**src/core/cfg_hdr_pkg.sv**
```systemverilog
// Constants and carriers for the primary status and class code registers.
// Assumes a single core clock and a simple configuration access port.
package cfg_hdr_pkg;
  // Configuration offsets (byte addresses)
  localparam logic [7:0] STATUS_OFFSET = 8'h06;
  localparam logic [7:0] CLASS_OFFSET = 8'h08;
  localparam logic [7:0] COMMAND_OFFSET = 8'h04;
  // Status field positions
  localparam int DETECTED_POISON_BIT = 15;
  localparam int SIGNALED_SYSERR_BIT = 14;
  localparam int RECEIVED_UR_BIT = 13;
  localparam int RECEIVED_CA_BIT = 12;
  localparam int SIGNALED_CA_BIT = 11;
  localparam int MASTER_POISON_BIT = 8;
  localparam int CAP_LIST_BIT = 4;
  // Command field positions
  localparam int SYSERR_ENABLE_BIT = 8;
  localparam int PARITY_ENABLE_BIT = 6;
  // Reset values and fixed fields
  localparam logic [15:0] STATUS_RESET = 16'h0010;
  localparam logic [15:0] STATUS_FLAG_MASK = 16'hF900;
  localparam logic [7:0] BASE_CLASS_CODE = 8'h06;
  localparam logic [7:0] SUB_CLASS_CODE = 8'h04;
  localparam logic [7:0] PROGRAMMING_INTERFACE_CODE = 8'h00;
  // Revision default is arbitrary
  localparam logic [7:0] SILICON_REVISION_DEFAULT = 8'h5A;

  // Link events, one-cycle pulses
  typedef struct packed {
    logic poisoned_tlp;
    logic error_msg_sent;
    logic cpl_unsupported;
    logic cpl_abort_rcvd;
    logic cpl_abort_sent;
    logic poisoned_cpl_data;
    logic write_poisoned;
  } link_event_s;

  // Configuration request
  typedef struct packed {
    logic rd;
    logic wr;
    logic [7:0] offset;
    logic [3:0] byte_en;
    logic [31:0] wdata;
  } cfg_req_s;

  // Configuration answer
  typedef struct packed {
    logic ack;
    logic [31:0] rdata;
  } cfg_rsp_s;
endpackage

```
**src/core/primary_status_class_regs.sv**
```systemverilog
// Primary status and class code registers of the bridge header.
// Assumes config requests and link event pulses synchronous to clk.
`timescale 1ns/100ps
module primary_status_class_regs #(
  parameter logic [7:0] SILICON_REVISION =
    cfg_hdr_pkg::SILICON_REVISION_DEFAULT
) (
  // Clock and reset
  input wire logic clk,
  input wire logic reset,
  // Command register bits from the header
  input wire logic [15:0] command_reg,
  // Link events
  input wire cfg_hdr_pkg::link_event_s link_evt,
  // Forwarding of received data towards the PCI side
  input wire logic fwd_valid,
  input wire logic fwd_poisoned,
  output logic fwd_bad_parity,
  // Configuration access
  input wire cfg_hdr_pkg::cfg_req_s cfg_req,
  output cfg_hdr_pkg::cfg_rsp_s cfg_rsp
);
  import cfg_hdr_pkg::*;

  typedef struct packed {
    logic ack;
    logic [31:0] rdata;
    logic bad_parity;
  } state_s;
  state_s st_q;
  state_s st_d;

  logic [15:0] set_vec;
  logic [15:0] clr_vec;
  logic [15:0] flag_vec;
  logic [15:0] status_val;
  logic [31:0] class_val;
  logic parity_en;
  logic syserr_en;
  logic sel_status;

  assign parity_en = command_reg[PARITY_ENABLE_BIT];
  assign syserr_en = command_reg[SYSERR_ENABLE_BIT];

  // Events that set each flag
  always_comb begin
    set_vec = 16'h0000;
    set_vec[DETECTED_POISON_BIT] = link_evt.poisoned_tlp;
    set_vec[SIGNALED_SYSERR_BIT] = link_evt.error_msg_sent & syserr_en;
    set_vec[RECEIVED_UR_BIT] = link_evt.cpl_unsupported;
    set_vec[RECEIVED_CA_BIT] = link_evt.cpl_abort_rcvd;
    set_vec[SIGNALED_CA_BIT] = link_evt.cpl_abort_sent;
    set_vec[MASTER_POISON_BIT] = parity_en &
      (link_evt.poisoned_cpl_data | link_evt.write_poisoned);
  end

  // Status sits in the upper half of the dword at 04h
  assign sel_status = (cfg_req.offset == COMMAND_OFFSET) ||
                      (cfg_req.offset == STATUS_OFFSET);

  // Write-one-to-clear from the upper byte lanes
  always_comb begin
    clr_vec = 16'h0000;
    if (cfg_req.wr && sel_status) begin
      if (cfg_req.byte_en[2]) begin
        clr_vec[7:0] = cfg_req.wdata[23:16];
      end
      if (cfg_req.byte_en[3]) begin
        clr_vec[15:8] = cfg_req.wdata[31:24];
      end
      clr_vec = clr_vec & STATUS_FLAG_MASK;
    end
  end

  // One sticky flag per error bit
  genvar gi;
  generate
    for (gi = 0; gi < 16; gi++) begin : g_flag
      if (STATUS_FLAG_MASK[gi]) begin : g_live
        sticky_flag u_flag (
          .clk(clk),
          .reset(reset),
          .set_evt(set_vec[gi]),
          .clr(clr_vec[gi]),
          .flag(flag_vec[gi])
        );
      end else begin : g_fixed
        assign flag_vec[gi] = 1'b0;
      end
    end
  endgenerate

  // Fixed fields are ORed over the live flags
  assign status_val = flag_vec | STATUS_RESET;
  assign class_val = {BASE_CLASS_CODE, SUB_CLASS_CODE,
                      PROGRAMMING_INTERFACE_CODE,
                      SILICON_REVISION};

  // Read mux, acknowledge and parity forwarding
  always_comb begin
    st_d = st_q;
    st_d.ack = cfg_req.rd | cfg_req.wr;
    st_d.rdata = 32'h0000_0000;
    if (cfg_req.rd) begin
      if (sel_status) begin
        st_d.rdata = {status_val, 16'h0000};
      end else if (cfg_req.offset == CLASS_OFFSET) begin
        st_d.rdata = class_val;
      end
    end
    st_d.bad_parity = fwd_valid & fwd_poisoned;
  end

  // State register
  always_ff @(posedge clk or posedge reset) begin
    if (reset) begin
      st_q <= '0;
    end else begin
      st_q <= st_d;
    end
  end

  assign cfg_rsp.ack = st_q.ack;
  assign cfg_rsp.rdata = st_q.rdata;
  assign fwd_bad_parity = st_q.bad_parity;
endmodule // primary_status_class_regs

```
**src/core/sticky_flag.sv**
```systemverilog
// One write-one-to-clear status flag with set priority.
// Assumes set and clear pulses synchronous to clk.
`timescale 1ns/100ps
module sticky_flag (
  // Clock and reset
  input wire logic clk,
  input wire logic reset,
  // Control
  input wire logic set_evt,
  input wire logic clr,
  // State
  output logic flag
);
  typedef struct packed {
    logic flag;
  } state_s;
  state_s st_q;
  state_s st_d;

  // Set wins over a coinciding clear
  always_comb begin
    st_d = st_q;
    if (set_evt) begin
      st_d.flag = 1'b1;
    end else if (clr) begin
      st_d.flag = 1'b0;
    end
  end

  // Flag register
  always_ff @(posedge clk or posedge reset) begin
    if (reset) begin
      st_q <= '0;
    end else begin
      st_q <= st_d;
    end
  end

  assign flag = st_q.flag;
endmodule // sticky_flag

```
**config.mk**
```make
export PLATFORM = sky130hd
export DESIGN_NAME = primary_status_class_regs
export DESIGN_NICKNAME = d
export VERILOG_FILES = /design/src/core/cfg_hdr_pkg.sv /design/src/core/primary_status_class_regs.sv /design/src/core/sticky_flag.sv
export SDC_FILE = /design/constraint.sdc
export NUM_CORES = 1
export LEC_CHECK = 0
export ABC_CLOCK_PERIOD_IN_PS = 2000
export BUFFER_PORTS_ARGS = -buffer_cell sky130_fd_sc_hd__clkbuf_2
export CELL_PAD_IN_SITES_DETAIL_PLACEMENT = 0
export CELL_PAD_IN_SITES_GLOBAL_PLACEMENT = 1
export CORE_UTILIZATION = 21
export CTS_BUF_LIST = sky130_fd_sc_hd__clkbuf_16
export DETAILED_ROUTE_END_ITERATION = 8
export HOLD_SLACK_MARGIN = 0.15
export PLACE_DENSITY_LB_ADDON = 0.1
export SYNTH_ARGS = -nofsm -noshare
export SYNTH_HDL_FRONTEND = slang
export SYNTH_SLANG_ARGS = --single-unit
```
**constraint.sdc**
```tcl
create_clock -name clk -period 2 [get_ports clk]
set_input_delay 0.3 -clock clk [delete_from_list [all_inputs] [get_ports clk]]
set_output_delay 0.3 -clock clk [all_outputs]
set_load 0.01 [all_outputs]
```
Yosys cells after proc, flatten, opt, wreduce, memory -nomap -nowiden
Index checks and enable logic that the tools add are counted.
- bits of input ports: 73
- word-level logic and storage cells: 42
- bits in registers: 40
- output and inout port bits: 34
- bitwise operators: 5
- reduce and logical (&&, ||, !) cells: 8
- equal/unequal tests: 3
- multiplexer cells: 17
- operator list (cell ; count):
    32-bit 2-to-1 mux ; 2
    27-bit 2-to-1 mux ; 1
    8-bit by 3-bit == test with 1-bit output (second input constant) ; 2
    16-bit 2-to-1 mux ; 1
    1-bit 2-to-1 mux ; 12
    2-bit nonzero test ; 6
    8-bit by 4-bit == test with 1-bit output (second input constant) ; 1
    8-bit 2-to-1 mux ; 1
    1-bit AND ; 3
    1-bit bitwise OR ; 2
    1-bit logical AND ; 1
    1-bit logical OR ; 1

Logic depth before layout (Yosys ltp)
Gate-level depths: netlist (run 1).
- word-level depth: 6
- depth in mapped cells: 4
- mapped depth without buffers: 3

Modules after synthesis
A second synthesis (run 1) with hierarchy kept.
- cells, all modules: 99
- area total of the unflattened synthesis: 945.9 µm²
- modules (own cells, without submodules) (module ; area each (µm²) ; instances ; cells an instance ; sequential area each (µm²)):
    primary_status_class_regs ; 705.7 ; 1 ; 75 ; 250.2
    sticky_flag ; 40.0 ; 6 ; 4 ; 25.0

Worst setup path after synthesis (run 1)
OpenSTA, ideal clock, no wires.
- kind: input to register
- start point: input port cfg_req[36] (netlist bit)
- end point: register st_q, in the netlist cfg_rsp[30]
- buffers on the path: 1
- arrival: 0.967 ns
- library setup time: 0.066 ns
- setup slack: 0.967 ns
- cell stages on the path: 4
- required time: 1.934 ns
- cells stage by stage: nor3_2 -> and4b_4 -> buf_6 -> and3_1
- RTL lines (element ; line ; RTL):
    start, declared ; primary_status_class_regs.sv:20 ; input wire cfg_hdr_pkg::cfg_req_s cfg_req,
    end signal, assigned ; primary_status_class_regs.sv:119 ; st_q <= st_d;
    end, declared ; primary_status_class_regs.sv:30 ; state_s st_q;

==> results.json, run 1 <==
{
  "fmax_mhz": 895,
  "area_growth_pct": 29.5,
  "grt_pass1_wl_um": 2610,
  "syn_avg_cell_area_um2": 10.7,
  "slew_headroom_pct": 58.1,
  "p_per_area_mw_per_mm2": 730,
  "rsz0062_at_grt": "no",
  "yosys-top-cells-area": "dfrtp_1, buf_4, a21oi_1",
  "clockBufferDepth": 2,
  "routed_wl_um": 1580,
  "grt_max_degree": 17,
  "yosysTopAreaCell": "dfrtp_1",
  "hold_depth": 2,
  "antenna_found_initial": 0,
  "fp.dieH_um": 64.6,
  "yosysSeqAreaShare_pct": 48.7,
  "numCtsBuffers": 3,
  "initial_core_util_pct": 22.1,
  "netlist_top_cells_count": "buf_4, dfrtp_1, a21oi_1, nor2_1, and3_2",
  "rrSetupSlack_ns": 1.31,
  "syn_area_um2": 822,
  "worstHoldEndpoint": "g_flag[14].g_live.u_flag.flag",
  "synth_simple_gate_area_share_pct": 21.2,
  "synth_seq_cells": 16,
  "fin_crit_sh_pct": 55.9,
  "period_minus_slack_ns": 1.12,
  "cp_slowest_cell": "dfrtp_1",
  "grt-ovfl-total": 0,
  "synthAdderAreaFrac_pct": 0,
  "stdcell_count": 166,
  "final_max_slew_viol_count": 0,
  "cts_resized": 0,
  "endpoint_kind": "output pin",
  "ctsHtreeMaxLevel": 1,
  "worst_setup_path_start_kind": "register",
  "min_path_type": "in2reg",
  "dp.cells": 162,
  "path_buf_inv": 1,
  "crit_arrival_ns": 0.82,
  "post_drt_wl_per_cell_um": 9.54,
  "synth_edf_count": 0,
  "r2r-start": "g_flag[13].g_live.u_flag.flag",
  "fin_nets": 193,
  "dp_hpwl_um": 1230,
  "grt_usage_pct": 8.75,
  "fin_setup_tns_ns": 0,
  "hold_viol": 0,
  "drive_gt1_share_pct": 47.5,
  "insertion_delay_ns": 0.24,
  "rows": 22,
  "dieArea_mm2": 0.00417,
  "finalSetupViolCount": 0,
  "power.leakage_nw": 0.586,
  "synthMuxAreaShare_pct": 0,
  "antenna_left": 0,
  "syn_inst": 77,
  "hold_buffers": 1,
  "io_pins": 107,
  "die_w_um": 64.6,
  "r2r_cells": 1,
  "peakVddDrop_mv": 0.202,
  "avgViaCountPerCell": 3.67,
  "worst_pin_slew_ns": 0.627,
  "rr_endpoint": "cfg_rsp[29]",
  "critical_path.max_stage_delay_ns": 0.41,
  "design.core.area_mm2": 0.00372,
  "firstDrtPassIters": 4,
  "vias": 609,
  "fin_worst_skew_ns": 0.000334,
  "synth-compound-area-share_pct": 5.94,
  "yosysMostFrequentCell": "buf_4",
  "synthFlopType": "dfrtp_1",
  "crit_path_cell_trace": "clkbuf_2",
  "io_buffers": 45,
  "required_ns": 1.70,
  "synth_xor_area_share_pct": 0,
  "root_buffer": "clkbuf_16",
  "synth.distinct_cells": 20,
  "crit_fanout": 7,
  "hp-start": "cfg_req[30]",
  "first_iter_violations": 28,
  "crit_family": "flip-flops",
  "synth_warnings": 0,
  "post_cts_buffers": 0,
  "yosysTopAreaCellShare_pct": 48.7,
  "first_global_vias": 551,
  "cap_violations": 0,
  "drc": 0,
  "cts_sinks": 16,
  "synth_top_family_by_area": "buffers and inverters",
  "cts_tree": "yes",
  "gp_congestion": 0.628,
  "status": "finished, final reports clean",
  "clkTransAtPathRegs_ns": 0.05,
  "n_antenna_cell": 0,
  "async_flop_share_pct": 100,
  "crit_type": "reg2out"
}
flip-flops by register name, summed over array words and instances (netlist names):
register / cells
cfg_rsp: 9
fwd_bad_parity: 1
g_flag.g_live.u_flag.flag: 6
cells by family after synthesis:
family | after synthesis
flops | 16
simple gates | 25
compound gates | 9
buf+inv | 26
other cells | 1
metal layers:
metal	up-vias	share of wire [%]	GRT usage, %
li1	300	-	-
met1	266	41	10.5
met2	41	48	13.3
met3	2	10	3.35
met4	0	1.2	5.00
met5	-	0	0
where the power goes:
part	switching [mW]	internal (mW)	leakage, nW
sequential	0.000812	0.327	0.187
clock	0.115	0.262	0.0370
combinational	0.0414	0.0305	0.362
final cells by class:
type	count	area [um2]
Clock buffer	3	75.1
Inverter	1	3.75
Tap cell	48	60.1
Sequential cell	16	400
Multi-Input combinational cell	52	290
Timing Repair Buffer	46	235
Fill cell	402	2650
metrics by stage:
step	area, um2	hold WS, ns	utilization, %	power [mW]	setup WS (ns)
final	1060	0.232	28.7	0.777	0.883
after global routing	1060	0.251	28.7	0.821	0.736
after CTS	1060	0.229	28.7	0.792	0.857
after detailed placement	980	0.405	26.4	0.405	0.780
after global placement	980	0.410	26.4	0.404	0.793
after floorplan	886	0.214	-	0.392	0.967
cell usage in the layout, fill, tap and decap left out:
cell,Yosys,final
a21oi_1,7,7
and2_1,1,1
nor3b_1,2,2
and3_1,3,3
and2_2,1,1
and4b_1,3,3
clkbuf_16,0,3
and4b_4,1,1
dlygate4sd3_1,0,1
clkbuf_2,0,45
and3_2,4,4
or2_2,1,1
o21a_1,1,1
conb_1,1,18
inv_1,1,1
dfrtp_1,16,16
a31oi_1,1,1
nor3_2,1,1
nor4bb_1,1,1
nand2_1,1,1
nor2_1,6,6
worst max path at each step:
stage                           start                             to  slack (ns)  depth (start not counted)
after global routing            reset                    cfg_rsp[24]        0.74                          3
after global placement    cfg_req[36]                    cfg_rsp[27]        0.79                          4
after CTS                       reset  g_flag[15].g_live.u_flag.flag        0.86                          3
after floorplan           cfg_req[36]                    cfg_rsp[30]        0.97                          4
final                     cfg_rsp[26]                     cfg_rsp[3]        0.88                          1
after detailed placement  cfg_req[36]                    cfg_rsp[27]        0.78                          4
Power figures use the tool's default switching activity.
==> run 2: changes to the inputs <==
--- a/config.mk
+++ b/config.mk
@@ -5,11 +5,12 @@
 export SDC_FILE = /design/constraint.sdc
 export NUM_CORES = 1
 export LEC_CHECK = 0
-export ABC_CLOCK_PERIOD_IN_PS = 2000
+export ABC_AREA = 1
+export ABC_CLOCK_PERIOD_IN_PS = 1000
 export BUFFER_PORTS_ARGS = -buffer_cell sky130_fd_sc_hd__clkbuf_2
 export CELL_PAD_IN_SITES_DETAIL_PLACEMENT = 0
 export CELL_PAD_IN_SITES_GLOBAL_PLACEMENT = 1
-export CORE_UTILIZATION = 21
+export CORE_UTILIZATION = 17
 export CTS_BUF_LIST = sky130_fd_sc_hd__clkbuf_16
 export DETAILED_ROUTE_END_ITERATION = 8
 export HOLD_SLACK_MARGIN = 0.15
==> constraint.sdc (replaced) <==
create_clock -name clk -period 1 [get_ports clk]
set_input_delay 0.15 -clock clk [delete_from_list [all_inputs] [get_ports clk]]
set_output_delay 0.15 -clock clk [all_outputs]
set_load 0.01 [all_outputs]
==> results.json, run 2 <==
{
  "async_flop_share_pct": 100,
  "crit_path_cell_trace": "clkbuf_2",
  "critical_path.max_stage_delay_ns": 0.43,
  "rsz0062_at_grt": "yes",
  "cp_slowest_cell": "dfrtp_2",
  "fin_setup_tns_ns": 0,
  "avgViaCountPerCell": 3.24,
  "first_iter_violations": 21,
  "yosysTopAreaCell": "dfrtp_1",
  "drc": 0,
  "largest_reg_flops": 9,
  "fmax_mhz": 1040,
  "yosys-top-cells-area": "dfrtp_1, buf_4, nand2_1",
  "crit_fanout": 7,
  "hold_viol": 0,
  "first_global_vias": 749,
  "routed_wl_um": 1920,
  "synth_seq_cells": 16,
  "path_buf_inv": 1,
  "insertion_delay_ns": 0.24,
  "required_ns": 0.85,
  "synth_warnings": 0,
  "power.leakage_nw": 0.819,
  "gp_congestion": 0.649,
  "cap_violations": 0,
  "dieArea_mm2": 0.00529,
  "post_drt_wl_per_cell_um": 8.38,
  "design.core.area_mm2": 0.00475,
  "crit_arrival_ns": 0.81,
  "crit_type": "reg2out",
  "post_cts_buffers": 0,
  "io_pins": 107,
  "drive_gt1_share_pct": 33.3,
  "antenna_left": 0,
  "fin_worst_skew_ns": 0.000612,
  "root_buffer": "clkbuf_16",
  "dp_hpwl_um": 1430,
  "fin_crit_sh_pct": 96.1,
  "period_minus_slack_ns": 0.961,
  "vias": 741,
  "final_max_slew_viol_count": 0,
  "die_w_um": 72.7,
  "grt-ovfl-total": 0,
  "fp.dieH_um": 72.7,
  "syn_inst": 104,
  "area_growth_pct": 50.3,
  "final_common_cell": "clkbuf_2",
  "netlist_top_cells_count": "buf_4, nand2_1, inv_1, dfrtp_1, nor2_1",
  "fin_nets": 236,
  "postLayoutCellArea_mm2": 0.00128,
  "status": "finished, final reports clean",
  "yosysTopAreaCellShare_pct": 47.1,
  "place_area_mm2": 0.00106,
  "syn_area_um2": 851,
  "numCtsBuffers": 3,
  "synth.distinct_cells": 12,
  "syn_avg_cell_area_um2": 8.18,
  "io_buffers": 45,
  "final_cell_mix": "clkbuf_2, nand2_1, inv_1, conb_1, dfrtp_1",
  "crit_family": "flip-flops",
  "grt_pass1_wl_um": 3190,
  "peakVddDrop_mv": 0.452,
  "grt_max_degree": 17,
  "nFillCells": 540,
  "endpoint_kind": "output pin",
  "antenna_found_initial": 0,
  "cts_tree": "yes",
  "finalSetupViolCount": 0,
  "firstDrtPassIters": 5,
  "yosysSeqAreaShare_pct": 47.1,
  "clkTransAtPathRegs_ns": 0.05,
  "rows": 25,
  "worst_setup_path_start_kind": "register",
  "initial_core_util_pct": 17.9,
  "cts_sinks": 16,
  "setup.worst_path.start": "cfg_rsp[26]",
  "p_per_area_mw_per_mm2": 1270,
  "min_path_type": "in2reg",
  "clockBufferDepth": 2,
  "synth_edf_count": 0,
  "hp-start": "cfg_req[36]",
  "r2r-start": "g_flag[8].g_live.u_flag.flag",
  "ctsHtreeMaxLevel": 1,
  "synthFlopType": "dfrtp_1",
  "yosysMostFrequentCell": "buf_4",
  "n_antenna_cell": 0,
  "grt_usage_pct": 8.24
}
==> run 2: cell count changes in the layout (fill, tap and decap cells not counted), sizes merged, moves of 4 or more <==
cell,before,now
nand2,1,23
inv,1,20
dlygate4sd3,1,14
a21oi,7,0
and3,7,0
nand3,0,7
and4b,4,0
nor2,6,10
==> run 2: area by class of cell <==
cell class                 instances  area, um2  area share [%]
inverter                          20       75.1            5.87
clock inverter                     1       3.75           0.294
timing repair buffer              61        380            29.7
tap                               67       83.8            6.56
multi-input combinational         61        259            20.3
sequential                        16        402            31.4
clock buffer                       3       75.1            5.87
==> run 2: where the power goes <==
part           total (mW)  internal, mW  switching (mW)  leakage, nW
clock network       0.777         0.530           0.246       0.0385
registers           0.656         0.654         0.00137        0.186
logic               0.196        0.0958           0.100        0.594
total                1.63          1.28           0.348        0.819
==> run 2: worst paths after layout <==
path / to / slack, ns / depth (start not counted)
max: cfg_rsp[26] / 0.04 / 1
min: cfg_rsp[26] / 0.16 / 3
max reg2reg: g_flag[8].g_live.u_flag.flag / 0.41 / 2
min reg2reg: g_flag[13].g_live.u_flag.flag / 0.47 / 2
max in group asynchronous: cfg_rsp[26] / 0.36 / 4
min in group asynchronous: cfg_rsp[28] / 0.44 / 4
==> run 2: logic make-up (layout without fill, tap and decap cells) <==
family | after synthesis | after routing | share of synthesized area (%)
AND/OR/NAND/NOR | 42 | 42 | 21.9
other | 1 | 18 | 0.441
flip-flops | 16 | 16 | 47.1
buffers and inverters | 44 | 85 | 30.0
AO/OA/AOI/OAI | 1 | 1 | 0.588
==> run 2: per-layer routing <==
metal | wire length [um] | up-vias | global-route usage, %
met5 | 0 | - | 0
met1 | 848 | 312 | 9.35
met2 | 847 | 49 | 13.8
met4 | 8 | 0 | 2.61
met3 | 215 | 2 | 3.73
li1 | - | 378 | -
==> run 2: through the flow <==
stage / power [mW] / hold slack, ns / instances / setup WS [ns] / util, %
after floorplan: 0.787 / 0.0637 / 121 / 0.210 / -
after global placement: 0.821 / 0.155 / 211 / -0.00236 / 22.3
after detailed placement: 0.821 / 0.153 / 211 / -0.0174 / 22.3
after CTS: 1.66 / 0.156 / 229 / 0.00259 / 26.9
after global routing: 1.73 / 0.164 / 229 / -0.00256 / 26.9
final: 1.63 / 0.155 / 229 / 0.0393 / 26.9
==> run 2: repair_timing <==
action | CTS | global route
setup endpoints to repair | 0 | 7
resized for setup | 0 | 1
endpoints found under the hold margin | 24 | 0
hold buffers | 14 | 0
==> run 2: worst min-delay path, stage by stage <==
cell and delay, ns:
clkbuf_2 0.09, buf_4 0.09, nor4_1 0.04
